==> config.mk <==
export PLATFORM = sky130hd
export DESIGN_NAME = tct_timer
export DESIGN_NICKNAME = d
export VERILOG_FILES = /design/src/hw/tct_pkg.sv /design/src/hw/tct_timer.sv
export VERILOG_INCLUDE_DIRS = /design/src /design/src/hw
export SDC_FILE = /design/constraint.sdc
export NUM_CORES = 1
export LEC_CHECK = 0
export BUFFER_PORTS_ARGS = -buffer_cell sky130_fd_sc_hd__buf_2
export CORE_MARGIN = 4
export CORE_UTILIZATION = 35
export CTS_CLUSTER_DIAMETER = 50
export CTS_CLUSTER_SIZE = 28
export DETAILED_ROUTE_END_ITERATION = 7
export PLACE_DENSITY = 0.59
export SYNTH_ARGS = -nofsm -noshare
export SYNTH_HDL_FRONTEND = slang
export SYNTH_SLANG_ARGS = --single-unit
==> constraint.sdc <==
create_clock -name mclk_i -period 4.7 [get_ports mclk_i]
set_input_delay 0.705 -clock mclk_i [delete_from_list [all_inputs] [get_ports mclk_i]]
set_output_delay 0.705 -clock mclk_i [all_outputs]
set_load 0.1 [all_outputs]
==> src/hw/tct_cfg.svh <==
// constants of the three channel interval timer: register offsets, field widths, reset values, timing
// assumes byte addresses on a 32-bit avalon-mm slave port
`ifndef TCT_CFG_SVH
`define TCT_CFG_SVH

`define TCT_ADDR_W       8
`define TCT_OFF_CTRL0    8'h00
`define TCT_OFF_CTRL1    8'h04
`define TCT_OFF_CTRL2    8'h08
`define TCT_OFF_RELOAD0  8'h0c
`define TCT_OFF_RELOAD1  8'h10
`define TCT_OFF_RELOAD2  8'h14
`define TCT_OFF_COUNT0   8'h18
`define TCT_OFF_COUNT1   8'h1c
`define TCT_OFF_COUNT2   8'h20
`define TCT_OFF_STATUS   8'h24
`define TCT_OFF_MASK     8'h28
`define TCT_OFF_CMD      8'h2c
`define TCT_OFF_OUTS     8'h30

`define TCT_NCH          3
`define TCT_NGP          2
`define TCT_CW           16
`define TCT_CTRL_W       5
`define TCT_CTRL_RST     5'h00
`define TCT_RELOAD_RST   16'h0000
`define TCT_COUNT_RST    16'h0000
`define TCT_IRQ_RST      2'h0

`define TCT_SYS_KHZ      100000
`define TCT_IN_KHZ       1230
`define TCT_ACC_W        17
`define TCT_MAX_BAUD     19200

`endif

==> src/hw/tct_pkg.sv <==
// types of the three channel interval timer
// assumes tct_cfg.svh is included by the design file that uses these types
package tct_pkg;

	typedef enum logic [2:0] {
		TCT_MODE_TC     = 3'b000,
		TCT_MODE_ONESHT = 3'b001,
		TCT_MODE_RATE   = 3'b010,
		TCT_MODE_SQUARE = 3'b011,
		TCT_MODE_SWSTB  = 3'b100,
		TCT_MODE_HWSTB  = 3'b101,
		TCT_MODE_EVENT  = 3'b110
	} tct_mode_t;

	typedef struct packed {
		logic      en;
		logic      bcd;
		tct_mode_t mode;
	} tct_ctrl_t;

endpackage : tct_pkg

==> src/hw/tct_timer.sv <==
// three channel 16-bit interval timer with avalon-mm register access
// assumes mclk_i at 100 mhz; gate, event and jumper pins are asynchronous to it
// Functional notes
// (RULE1) three independent timers, 16-bit counting register each
// (RULE2) timer 0 output drives serial baud clock
// (RULE3) timers 1 and 2 time intervals, count events
// (RULE4) no timer output clocks another timer
// (RULE5) seven modes selectable per timer
// (RULE6) binary or bcd counting per timer
// (RULE7) live count readable anytime without stopping
// (RULE8) terminal count mode raises interrupt at zero
// (RULE9) one-shot low on trigger, high at zero, retriggerable
// (RULE10) rate mode: one-period low pulse every N
// (RULE11) square wave: high first half, low second
// (RULE12) software strobe: low one period N after load
// (RULE13) hardware strobe: low one period N after trigger
// (RULE14) event mode counts jumper-selected external events
// (RULE15) timers 1 and 2 outputs are interrupt sources
// (RULE16) baud timer supports rates up to 19.2 kbaud
// (RULE17) timers count from a 1.23 mhz time base
// (RULE18) decrement per tick, wrap 65536 or 10000
//
// The register offsets and the Avalon-MM interface to the registers were decided locally.
`timescale 1ns/1ps
`include "tct_cfg.svh"

module tct_timer (
	input  wire logic                    mclk_i,
	input  wire logic                    rst_n_i,
	input  wire logic [`TCT_ADDR_W-1:0]  avs_address_i,
	input  wire logic                    avs_read_i,
	input  wire logic                    avs_write_i,
	input  wire logic [31:0]             avs_writedata_i,
	input  wire logic [3:0]              avs_byteenable_i,
	output logic      [31:0]             avs_readdata_o,
	output logic                         avs_waitrequest_o,
	input  wire logic [`TCT_NCH-1:0]     gate_i,
	input  wire logic [`TCT_NGP-1:0]     ext_evt_i,
	input  wire logic [`TCT_NGP-1:0]     evt_jmp_i,
	output logic                         baud_clk_o,
	output logic      [`TCT_NGP-1:0]     gp_out_o,
	output logic                         irq_o
);

////////////////////////////////////////////////////////////////////////////////
// helpers
	function automatic logic [`TCT_CW-1:0] dec_cnt(input logic [`TCT_CW-1:0] v, input logic bcd);
		logic [`TCT_CW-1:0] r;
		logic               brw;
		r   = v;
		brw = 1'b1;
		if (!bcd) begin
			r = v - 16'h0001;
		end else begin
			for (int d = 0; d < 4; d++) begin
				if (brw) begin
					if (v[d*4 +: 4] == 4'h0) begin
						r[d*4 +: 4] = 4'h9;
					end else begin
						r[d*4 +: 4] = v[d*4 +: 4] - 4'h1;
						brw         = 1'b0;
					end
				end
			end
		end
		return r;
	endfunction : dec_cnt

	function automatic logic [`TCT_CW-1:0] half_cnt(input logic [`TCT_CW-1:0] v, input logic bcd);
		logic [`TCT_CW-1:0] r;
		logic [4:0]         dg;
		logic               rem;
		r   = v >> 1;
		rem = 1'b0;
		if (bcd) begin
			for (int d = 3; d >= 0; d--) begin
				dg          = {1'b0, v[d*4 +: 4]} + (rem ? 5'h0a : 5'h00);
				r[d*4 +: 4] = dg[4:1];
				rem         = dg[0];
			end
		end
		return r;
	endfunction : half_cnt

	function automatic logic [31:0] be_merge(input logic [31:0] old, input logic [31:0] nw,
		input logic [3:0] be);
		logic [31:0] r;
		r = old;
		for (int b = 0; b < 4; b++) begin
			if (be[b]) begin
				r[b*8 +: 8] = nw[b*8 +: 8];
			end
		end
		return r;
	endfunction : be_merge

////////////////////////////////////////////////////////////////////////////////
// declarations
	tct_pkg::tct_ctrl_t              ctrl     [`TCT_NCH];
	logic [`TCT_CW-1:0]              reload   [`TCT_NCH];
	logic [`TCT_CW-1:0]              cnt      [`TCT_NCH];
	logic [`TCT_NCH-1:0]             run;
	logic [`TCT_NCH-1:0]             tout;
	logic [`TCT_NGP-1:0]             gp_prev;
	logic [`TCT_NGP-1:0]             irq_stat;
	logic [`TCT_NGP-1:0]             irq_mask;
	logic [`TCT_ACC_W-1:0]           acc;
	logic                            tick;
	logic [`TCT_NCH-1:0]             gate_s1;
	logic [`TCT_NCH-1:0]             gate_s2;
	logic [`TCT_NCH-1:0]             gate_s3;
	logic [`TCT_NGP-1:0]             evt_s1;
	logic [`TCT_NGP-1:0]             evt_s2;
	logic [`TCT_NGP-1:0]             evt_s3;
	logic [`TCT_NGP-1:0]             jmp_s1;
	logic [`TCT_NGP-1:0]             jmp_s2;
	logic                            acc_go;
	logic                            do_wr;
	logic                            do_rd;
	logic [31:0]                     wmerge;
	logic [`TCT_NCH-1:0]             ctl_wr;
	logic [`TCT_NCH-1:0]             ld_wr;
	logic [`TCT_NCH-1:0]             sw_trig;
	logic [`TCT_NCH-1:0]             hw_trig;
	logic [`TCT_NCH-1:0]             step;
	logic [`TCT_NCH-1:0]             evt_rise;
	logic [`TCT_NCH-1:0]             evt_sel;
	logic [`TCT_NGP-1:0]             stat_set;
	logic                            stat_rd;
	logic [31:0]                     next_rdata;

////////////////////////////////////////////////////////////////////////////////
// time base: fractional divider, 100 mhz down to 1.23 mhz
	// exact long-term rate; single ticks jitter by one mclk period
	always_ff @(posedge mclk_i or negedge rst_n_i) begin
		if (!rst_n_i) begin
			acc  <= '0;
			tick <= 1'b0;
		end else if ({1'b0, acc} + 18'(`TCT_IN_KHZ) >= 18'(`TCT_SYS_KHZ)) begin
			acc  <= `TCT_ACC_W'(acc + `TCT_ACC_W'(`TCT_IN_KHZ) - `TCT_ACC_W'(`TCT_SYS_KHZ)); // RULE17
			tick <= 1'b1;
		end else begin
			acc  <= `TCT_ACC_W'(acc + `TCT_ACC_W'(`TCT_IN_KHZ));
			tick <= 1'b0;
		end
	end

////////////////////////////////////////////////////////////////////////////////
// pin synchronisers
	always_ff @(posedge mclk_i or negedge rst_n_i) begin
		if (!rst_n_i) begin
			{gate_s3, gate_s2, gate_s1} <= '0;
			{evt_s3, evt_s2, evt_s1}    <= '0;
			{jmp_s2, jmp_s1}            <= '0;
		end else begin
			{gate_s3, gate_s2, gate_s1} <= {gate_s2, gate_s1, gate_i};
			{evt_s3, evt_s2, evt_s1}    <= {evt_s2, evt_s1, ext_evt_i};
			{jmp_s2, jmp_s1}            <= {jmp_s1, evt_jmp_i};
		end
	end

////////////////////////////////////////////////////////////////////////////////
// bus decode
	assign acc_go  = (avs_read_i | avs_write_i) & ~avs_waitrequest_o;
	assign do_wr   = acc_go & avs_write_i;
	assign do_rd   = acc_go & avs_read_i;
	assign wmerge  = be_merge(32'h0000_0000, avs_writedata_i, avs_byteenable_i);
	assign stat_rd = do_rd && (avs_address_i == `TCT_OFF_STATUS);

	always_comb begin
		ctl_wr  = '0;
		ld_wr   = '0;
		sw_trig = '0;
		if (do_wr) begin
			if (avs_address_i == `TCT_OFF_CTRL0) begin
				ctl_wr[0] = 1'b1;
			end else if (avs_address_i == `TCT_OFF_CTRL1) begin
				ctl_wr[1] = 1'b1;
			end else if (avs_address_i == `TCT_OFF_CTRL2) begin
				ctl_wr[2] = 1'b1;
			end else if (avs_address_i == `TCT_OFF_RELOAD0) begin
				ld_wr[0] = 1'b1;
			end else if (avs_address_i == `TCT_OFF_RELOAD1) begin
				ld_wr[1] = 1'b1;
			end else if (avs_address_i == `TCT_OFF_RELOAD2) begin
				ld_wr[2] = 1'b1;
			end else if (avs_address_i == `TCT_OFF_CMD) begin
				sw_trig = wmerge[`TCT_NCH-1:0];
			end
		end
	end

	always_comb begin
		next_rdata = 32'h0000_0000;
		if (avs_address_i == `TCT_OFF_CTRL0) begin
			next_rdata[`TCT_CTRL_W-1:0] = ctrl[0];
		end else if (avs_address_i == `TCT_OFF_CTRL1) begin
			next_rdata[`TCT_CTRL_W-1:0] = ctrl[1];
		end else if (avs_address_i == `TCT_OFF_CTRL2) begin
			next_rdata[`TCT_CTRL_W-1:0] = ctrl[2];
		end else if (avs_address_i == `TCT_OFF_RELOAD0) begin
			next_rdata[`TCT_CW-1:0] = reload[0];
		end else if (avs_address_i == `TCT_OFF_RELOAD1) begin
			next_rdata[`TCT_CW-1:0] = reload[1];
		end else if (avs_address_i == `TCT_OFF_RELOAD2) begin
			next_rdata[`TCT_CW-1:0] = reload[2];
		end else if (avs_address_i == `TCT_OFF_COUNT0) begin
			next_rdata[`TCT_CW-1:0] = cnt[0]; // RULE7
		end else if (avs_address_i == `TCT_OFF_COUNT1) begin
			next_rdata[`TCT_CW-1:0] = cnt[1]; // RULE7
		end else if (avs_address_i == `TCT_OFF_COUNT2) begin
			next_rdata[`TCT_CW-1:0] = cnt[2]; // RULE7
		end else if (avs_address_i == `TCT_OFF_STATUS) begin
			// an edge in the sampling cycle is reported, since the clear follows
			next_rdata[`TCT_NGP-1:0] = irq_stat | stat_set;
		end else if (avs_address_i == `TCT_OFF_MASK) begin
			next_rdata[`TCT_NGP-1:0] = irq_mask;
		end else if (avs_address_i == `TCT_OFF_OUTS) begin
			next_rdata[`TCT_NCH-1:0] = tout;
		end
	end

////////////////////////////////////////////////////////////////////////////////
// bus handshake: one wait cycle, answer on the second edge
	always_ff @(posedge mclk_i or negedge rst_n_i) begin
		if (!rst_n_i) begin
			avs_waitrequest_o <= 1'b1;
			avs_readdata_o    <= 32'h0000_0000;
		end else begin
			avs_waitrequest_o <= ~((avs_read_i | avs_write_i) & avs_waitrequest_o);
			if (avs_read_i & avs_waitrequest_o) begin
				avs_readdata_o <= next_rdata;
			end
		end
	end

////////////////////////////////////////////////////////////////////////////////
// software registers
	always_ff @(posedge mclk_i or negedge rst_n_i) begin
		if (!rst_n_i) begin
			for (int c = 0; c < `TCT_NCH; c++) begin
				ctrl[c]   <= `TCT_CTRL_RST;
				reload[c] <= `TCT_RELOAD_RST;
			end
			irq_mask <= `TCT_IRQ_RST;
		end else begin
			for (int c = 0; c < `TCT_NCH; c++) begin
				if (ctl_wr[c]) begin
					ctrl[c] <= wmerge[`TCT_CTRL_W-1:0]; // RULE5 RULE6
				end
				if (ld_wr[c]) begin
					reload[c] <= wmerge[`TCT_CW-1:0];
				end
			end
			if (do_wr && avs_address_i == `TCT_OFF_MASK) begin
				irq_mask <= wmerge[`TCT_NGP-1:0];
			end
		end
	end

////////////////////////////////////////////////////////////////////////////////
// counting clocks and triggers
	// only pins and the time base feed the counting clock, never a timer output
	assign evt_rise = {evt_s2 & ~evt_s3, 1'b0}; // RULE4
	assign evt_sel  = {jmp_s2, 1'b0}; // RULE14
	assign hw_trig  = gate_s2 & ~gate_s3;

	always_comb begin
		for (int c = 0; c < `TCT_NCH; c++) begin
			if (ctrl[c].mode == tct_pkg::TCT_MODE_EVENT && evt_sel[c]) begin
				step[c] = ctrl[c].en & evt_rise[c]; // RULE14
			end else begin
				step[c] = ctrl[c].en & tick; // RULE18
			end
		end
	end

////////////////////////////////////////////////////////////////////////////////
// counter channels
	always_ff @(posedge mclk_i or negedge rst_n_i) begin
		if (!rst_n_i) begin
			for (int c = 0; c < `TCT_NCH; c++) begin
				cnt[c] <= `TCT_COUNT_RST;
			end
			run  <= '0;
			tout <= '1;
		end else begin
			for (int c = 0; c < `TCT_NCH; c++) begin // RULE1
				if (ctl_wr[c]) begin
					run[c]  <= 1'b0;
					tout[c] <= (wmerge[2:0] != tct_pkg::TCT_MODE_TC);
				end else if (ld_wr[c]) begin
					cnt[c] <= wmerge[`TCT_CW-1:0];
					run[c] <= (ctrl[c].mode != tct_pkg::TCT_MODE_ONESHT) &&
						(ctrl[c].mode != tct_pkg::TCT_MODE_HWSTB); // RULE12
					tout[c] <= (ctrl[c].mode != tct_pkg::TCT_MODE_TC) &&
						(ctrl[c].mode != tct_pkg::TCT_MODE_EVENT);
				end else if ((hw_trig[c] || sw_trig[c]) && ctrl[c].mode == tct_pkg::TCT_MODE_ONESHT) begin
					cnt[c]  <= reload[c]; // RULE9
					run[c]  <= 1'b1;
					tout[c] <= 1'b0;
				end else if (hw_trig[c] && ctrl[c].mode == tct_pkg::TCT_MODE_HWSTB) begin
					cnt[c]  <= reload[c]; // RULE13
					run[c]  <= 1'b1;
					tout[c] <= 1'b1;
				end else if (run[c] && step[c]) begin
					case (ctrl[c].mode)
						tct_pkg::TCT_MODE_TC, tct_pkg::TCT_MODE_EVENT, tct_pkg::TCT_MODE_ONESHT: begin
							cnt[c] <= dec_cnt(cnt[c], ctrl[c].bcd); // RULE18
							if (cnt[c] == 16'h0001) begin
								tout[c] <= 1'b1; // RULE8 RULE9 RULE14
							end
						end
						tct_pkg::TCT_MODE_RATE: begin
							if (cnt[c] == 16'h0001) begin
								cnt[c]  <= reload[c];
								tout[c] <= 1'b1;
							end else begin
								cnt[c]  <= dec_cnt(cnt[c], ctrl[c].bcd);
								tout[c] <= (cnt[c] != 16'h0002); // RULE10
							end
						end
						tct_pkg::TCT_MODE_SQUARE: begin
							if (cnt[c] == 16'h0001) begin
								cnt[c]  <= reload[c];
								tout[c] <= 1'b1;
							end else begin
								cnt[c]  <= dec_cnt(cnt[c], ctrl[c].bcd);
								// bcd values compare as numbers since digits are ordered
								tout[c] <= (dec_cnt(cnt[c], ctrl[c].bcd) > half_cnt(reload[c], ctrl[c].bcd)); // RULE11
							end
						end
						tct_pkg::TCT_MODE_SWSTB, tct_pkg::TCT_MODE_HWSTB: begin
							if (cnt[c] == 16'h0000 && !tout[c]) begin
								tout[c] <= 1'b1;
								run[c]  <= 1'b0;
							end else begin
								cnt[c]  <= dec_cnt(cnt[c], ctrl[c].bcd);
								tout[c] <= (cnt[c] != 16'h0001); // RULE12 RULE13
							end
						end
						default: run[c] <= 1'b0;
					endcase
				end
			end
		end
	end

////////////////////////////////////////////////////////////////////////////////
// outputs and interrupts
	assign stat_set = tout[`TCT_NCH-1:1] & ~gp_prev;
	always_ff @(posedge mclk_i or negedge rst_n_i) begin
		if (!rst_n_i) begin
			gp_prev    <= '1;
			irq_stat   <= `TCT_IRQ_RST;
			irq_o      <= 1'b0;
			gp_out_o   <= '1;
			baud_clk_o <= 1'b1;
		end else begin
			gp_prev <= tout[`TCT_NCH-1:1];
			// a new edge in the clearing read cycle is kept
			irq_stat   <= (stat_rd ? `TCT_IRQ_RST : irq_stat) | stat_set; // RULE15
			irq_o      <= |(((stat_rd ? `TCT_IRQ_RST : irq_stat) | stat_set) & irq_mask); // RULE3
			gp_out_o   <= tout[`TCT_NCH-1:1]; // RULE15
			// 1.23 mhz / 16x oversampling / 19200 needs a divisor of 4
			baud_clk_o <= tout[0]; // RULE2 RULE16
		end
	end

endmodule : tct_timer

After elaboration in Yosys (flattened, before gate mapping)
Cells that the tools add are included.
Operators by class
  reductions and logical operators: 91
  mux-type cells: 537
  bitwise gates (word level): 25
  $lt $le $gt $ge: 4
  equal/unequal tests: 87
  add/sub/neg operators: 27
Operators by type and width (count)
  $mux W16: 80
  $mux W1: 358
  $mux W4: 57
  $pmux W16 S4: 3
  $ne A6 B6 Y1 const B: 24
  $ne A7 B7 Y1 const B: 9
  $reduce_and A7 Y1: 9
  $eq A16 B1 Y1 const B: 3
  $gt A16 B16 Y1: 3
  $logic_not A16 Y1: 3
  $logic_not A4 Y1: 12
  $ne A16 B1 Y1 const B: 3
  $ne A16 B2 Y1 const B: 3
  $sub A16 B1 Y16 const B: 3
  $sub A4 B1 Y4 const B: 12
  $add A4 B4 Y5: 9
  $mux W3: 15
  $eq A8 B6 Y1 const B: 5
  $mux W12: 3
  $mux W11: 3
  $eq A8 B5 Y1 const B: 4
  $eq A3 B3 Y1 const B: 9
  $reduce_bool A8 Y1: 3
  $logic_and A1 B1 Y1: 22
  other kinds (40): 116
Word-level totals
  register bits after elaboration: 179
  input port bits: 55
  word-level logic and storage cells: 818

Depth between registers and ports, before layout
  depth after elaboration: 49
  gate-level depth with buffers: 17
  depth with buffers taken out: 17

Worst setup path before layout
Ideal clock, no wire load.
  kind: reg2reg
  from: register cnt[16] (netlist name)
  to: register tout[1]
  path buffers: 1
  clock period less this slack: 3.333 ns
  arrival: 3.244 ns
  cell stages (with the launch flop): 17
  data required time: 4.611 ns
  setup slack: 1.367 ns
  path through: dfrtp_1 inv_1 ha_1 or3b_2 clkbuf_1 nor3_2 a211oi_1 a211oi_1 ha_1 o21ai_0 nand2b_1 a21oi_1 o21ai_0 o211ai_1 a31oi_1 a211oi_1 o22ai_1
On the way
  cells in the longest elaborated chain, start to end: 45
RTL lines
  start, declared: line tct_timer.sv:101  | logic [`TCT_CW-1:0] cnt [`TCT_NCH];
  start signal, assigned by index: line tct_timer.sv:283  | cnt[c] <= `TCT_COUNT_RST;
  start signal, assigned by index: line tct_timer.sv:293  | cnt[c] <= wmerge[`TCT_CW-1:0];
  start signal, assigned by index: line tct_timer.sv:299  | cnt[c] <= reload[c];
  $logic_not A4 Y1: line tct_timer.sv:57  | if (v[d*4 +: 4] == 4'h0) begin
  $mux W1: line tct_timer.sv:57
  $mux W1
  $mux W1: line tct_timer.sv:324  | if (cnt[c] == 16'h0001) begin
  $mux W1: line tct_timer.sv:307  | case (ctrl[c].mode)
  $mux W1: line tct_timer.sv:306  | end else if (run[c] && step[c]) begin
  $mux W1: line tct_timer.sv:302  | end else if (hw_trig[c] && ctrl[c].mode == tct_pkg::TCT_MODE_HWSTB) begin
  $mux W1: line tct_timer.sv:298  | end else if ((hw_trig[c] || sw_trig[c]) && ctrl[c].mode == tct_pkg::TCT_MODE_ONESHT) begin
  (+29 left out)
  $gt A16 B16 Y1: line tct_timer.sv:330  | tout[c] <= (dec_cnt(cnt[c], ctrl[c].bcd) > half_cnt(reload[c], ctrl[c].bcd));
  $mux W1: line tct_timer.sv:324
  $pmux W1 S4: line tct_timer.sv:307
  $mux W1: line tct_timer.sv:306
  $mux W1: line tct_timer.sv:302
  $mux W1: line tct_timer.sv:298
  $mux W1: line tct_timer.sv:292  | end else if (ld_wr[c]) begin
  $mux W1: line tct_timer.sv:289  | if (ctl_wr[c]) begin
  end signal, assigned by index: line tct_timer.sv:291  | tout[c] <= (wmerge[2:0] != tct_pkg::TCT_MODE_TC);
  end signal, assigned by index: line tct_timer.sv:296  | tout[c] <= (ctrl[c].mode != tct_pkg::TCT_MODE_TC) &&
  end signal, assigned by index: line tct_timer.sv:320  | tout[c] <= (cnt[c] != 16'h0002);
  end, declared: line tct_timer.sv:103  | logic [`TCT_NCH-1:0] tout;
Several ways; a longest one is shown, not always the timed one. The select of a mux whose other input is x is not followed.
A chain may end at the register's enable or synchronous reset.

Final worst setup path
  from: register cnt[32] (netlist name)
  to: register tout[0]
On the way
  cells in the longest elaborated chain, start to end: 45
RTL lines (line)
  $logic_not A4 Y1: tct_timer.sv:57
  $mux W1: tct_timer.sv:57
  $mux W1
  $mux W1: tct_timer.sv:324
  $mux W1: tct_timer.sv:307
  $mux W1: tct_timer.sv:306
  $mux W1: tct_timer.sv:302
  $mux W1: tct_timer.sv:298
  (+29 left out)
  $gt A16 B16 Y1: tct_timer.sv:330
  $mux W1: tct_timer.sv:324
  $pmux W1 S4: tct_timer.sv:307
  $mux W1: tct_timer.sv:306
  $mux W1: tct_timer.sv:302
  $mux W1: tct_timer.sv:298
  $mux W1: tct_timer.sv:292
  $mux W1: tct_timer.sv:289
Several ways; a longest one is shown, not always the timed one. The select of a mux whose other input is x is not followed.

==> flow_summary.json <==
{
  "status": "finished, violations left",
  "violations": "DRC",
  "clk_latency_ps": 460,
  "slew_viol_final": 0,
  "die-width_um": 213,
  "synth_seq_area_share_pct": 30.5,
  "synth_ff_type": "dfrtp_1",
  "design.core.area_um2": 41100,
  "areaGrowthSynthToFinish_pct": 8.75,
  "switching_share_pct": 35.1,
  "yosys_warnings": 0,
  "wl_mm": 51.9,
  "cts_buffer_depth": 2,
  "yosysUniqueCellTypes": 93,
  "cts_setup_buffers": 0,
  "h-tree-depth": 4,
  "post-route-period-util_pct": 84.8,
  "cp.arrival_ps": 4360,
  "cts_tree": "done",
  "cts_buffers": 17,
  "nets": 1979,
  "comb_power_share_pct": 27.6,
  "worst_slew_pin_slew_ps": 1010,
  "power.internal_mw": 2.98,
  "syn_inst": 1844,
  "cp_num_buf_inv": 1,
  "p_seq_share_pct": 38.1,
  "grt.busiest_layer": "met1",
  "post_drt_via_cell_ratio": 6.09,
  "critical_path_required_ps": 5080,
  "io_buffers": 57,
  "rsz0062_at_grt": "no",
  "drc": 26,
  "crit_path_top_delay_cell": "dfrtp_1",
  "die_area_um2": 45200,
  "place_congestion": 0.980,
  "grtUsageMet1_pct": 34.1,
  "use_met2_pct": 33.4,
  "ant_nets": 0,
  "synthArstFlopShare_pct": 100,
  "clkSinkCount": 178,
  "ir_worst_vdd_mv": 0.241,
  "end_kind": "flip-flop",
  "max_freq_ghz": 0.251,
  "max_cap_violations": 0,
  "clkPwrFrac_pct": 34.3,
  "grt_first_pass_wirelength_mm": 81.0,
  "switchingPower_mw": 1.61,
  "first_global_vias": 13461,
  "slowest_delay_ps": 500,
  "grt_usage_pct": 22.9,
  "cp_max_fo": 7,
  "post_cts_resized": 0,
  "grt_max_degree": 111,
  "wire_per_inst_um": 21.9,
  "syn-cell-area_um2": 14600,
  "min_path_type": "in2async",
  "setup_viol": 0,
  "antenna_found_initial": 2,
  "crit_type": "reg2reg",
  "tns_ps": 0,
  "via_count": 14448,
  "met3_usage_pct": 4.09,
  "path_cells": "inv_1 > ha_1 > nor3b_2 > nand2_1 > a21boi_0 > or3_1 > nor2_1 > xor2_1 > ha_1 > nand4_1 > o21ai_0 > nor4_1 > o21ai_0 > a211oi_1 > o31ai_1",
  "start_util_pct": 35.6,
  "ys_ff_latch": 178,
  "finClkSkew_ps": 14.2,
  "avgSynthCellArea_um2": 7.94,
  "hold_ws_ps": 317,
  "path_delay_family": "simple AND/OR/NAND/NOR gates",
  "synth_edf_count": 0,
  "dieHeight_um": 213,
  "hold_viol_final": 0,
  "hpwlAfterDp_mm": 38.8,
  "finalCriticalPeriod_ps": 3990,
  "layout-drive-gt1-share_pct": 10.1,
  "io_pins": 92,
  "relSlewSlack_pct": 31.9,
  "num_rows": 74,
  "first_iter_violations": 1917,
  "grt_overflow_total": 0,
  "dr.pass1.iters": 8,
  "clk_pin_slew_ps": 70,
  "leakagePower_nw": 6.66,
  "powerDensity_nw_per_um2": 288,
  "cts_root_buffer": "clkbuf_16",
  "start_kind": "flip-flop",
  "postCtsHoldBufs": 0
}
==> worst paths after layout <==
kind / start / endpoint / slack, ps / cells past startpoint
min in group mclk_i: gate_s1[2]$_DFF_PN0_ / gate_s2[2]$_DFF_PN0_ / 350 / 0
hold reg to reg: gate_s1[2]$_DFF_PN0_ / gate_s2[2]$_DFF_PN0_ / 350 / 0
hold / removal: rst_n_i / cnt[4]$_DFFE_PN0P_ / 320 / 1
setup reg to reg: cnt[32]$_DFFE_PN0P_ / tout[0]$_DFFE_PN1P_ / 710 / 15
setup / recovery: cnt[32]$_DFFE_PN0P_ / tout[0]$_DFFE_PN1P_ / 710 / 15
max in group asynchronous: rst_n_i / tout[1]$_DFFE_PN1P_ / 3430 / 2
==> placed cells by master, fill, tap and decap left out, drive strengths merged, types with 17 or more instances in the layout <==
master and instances:
buf 84, mux2 24, a31oi 31, a221oi 39, a211oi 29, mux2i 28
a22oi 36, o22ai 21, ha 96, nor4 25, clkbuf 23, a21oi 135
a21o 27, nor3 33, xnor2 40, nand2 256, xor2 17, nor2b 18
nand4 19, dfrtp 171, nor2 134, o211ai 18, o21ai 210, inv 62
nand3 40
==> area by class of cell <==
type,count,area (µm²)
sequential,178,4460
timing repair buffer,85,517
antenna,1,2.50
multi-input combinational,1485,9420
fill,4290,25200
tap,532,666
inverter,61,229
clock buffer,22,484
clock inverter,10,148
==> cell usage after synthesis, drive strengths merged (7+ instances only) <==
library cell	count	area share, %
nand2	256	6.6
o21ai	210	7.3
dfrtp	171	29
a21oi	135	4.7
nor2	134	3.5
clkbuf	102	2.6
ha	96	8.2
inv	61	1.6
nand3	40	1.4
xnor2	40	2.4
a221oi	39	2.3
a22oi	36	1.8
buf	33	1.5
nor3	33	1.2
a31oi	31	1.3
a211oi	29	1.5
mux2i	28	1.9
a21o	27	1.4
nor4	25	1.5
mux2	24	1.8
o22ai	21	0.90
nand4	19	0.81
nor2b	18	0.77
o211ai	18	0.92
xor2	17	1.0
o31ai	16	0.91
a22o	13	0.78
and2	13	0.56
or3	13	0.59
and3	12	0.51
nand2b	12	0.51
o221ai	11	0.66
o21a	10	0.52
nor3b	9	0.50
or2	8	0.34
dfstp	7	1.3
==> worst reg2reg max path, stage by stage, from the launching register on <==
cell and delay [ps]:
dfrtp_1 500, inv_1 150, ha_1 230, nor3b_2 470, nand2_1 230, a21boi_0 220, or3_1 360, nor2_1 120
xor2_1 240, ha_1 280, nand4_1 130, o21ai_0 130, nor4_1 240, o21ai_0 140, a211oi_1 330, o31ai_1 140
==> logic make-up after synthesis <==
kind of cell    after synthesis  share of synthesized area (%)
mux                          52                           3.76
simple gates                615                           20.0
buf+inv                     196                           5.64
xor+xnor                     57                           3.41
fa+ha+maj                    96                           8.20
flops                       178                           30.5
other cells                   1                         0.0256
compound gates              649                           28.5
==> metrics by stage <==
| step | std cells | area (µm²) | power (mW) | worst slack, ps | util, % |
|---|---|---|---|---|---|
| 6_report | 2374 | 15900 | 4.59 | 714 | 38.7 |
| 5_1_grt | 2374 | 15900 | 4.82 | 395 | 38.7 |
| 4_1_cts | 2373 | 15900 | 4.60 | 775 | 38.7 |
| 3_5_place_dp | 2341 | 15300 | 3.02 | 748 | 37.2 |
| 3_3_place_gp | 2341 | 15300 | 2.99 | 793 | 37.2 |
| 2_1_floorplan | 1859 | 14700 | 2.67 | 1370 | - |
==> state kept, by name, indices dropped and copies added, names as in the netlist, 3 cells and up <==
register	flops
acc	16
avs_readdata_o	16
cnt	48
ctrl	15
gate_s1	3
gate_s2	3
gate_s3	3
reload	48
run	3
tout	3
==> power groups by stage <==
stage | clock (mW) | combinational [mW] | sequential, mW
2_1_floorplan | 0 | 0.944 | 1.73
3_3_place_gp | 0 | 1.23 | 1.77
3_5_place_dp | 0 | 1.24 | 1.77
4_1_cts | 1.61 | 1.25 | 1.74
5_1_grt | 1.66 | 1.40 | 1.76
6_report | 1.57 | 1.27 | 1.75
==> routing by layer <==
| layer | wire length (µm) | vias up |
|---|---|---|
| li1 | - | 6740 |
| met1 | 24300 | 6993 |
| met2 | 22000 | 634 |
| met3 | 4040 | 79 |
| met4 | 1500 | 2 |
| met5 | 13 | - |
No activity file was read; power rests on OpenSTA's default activity.
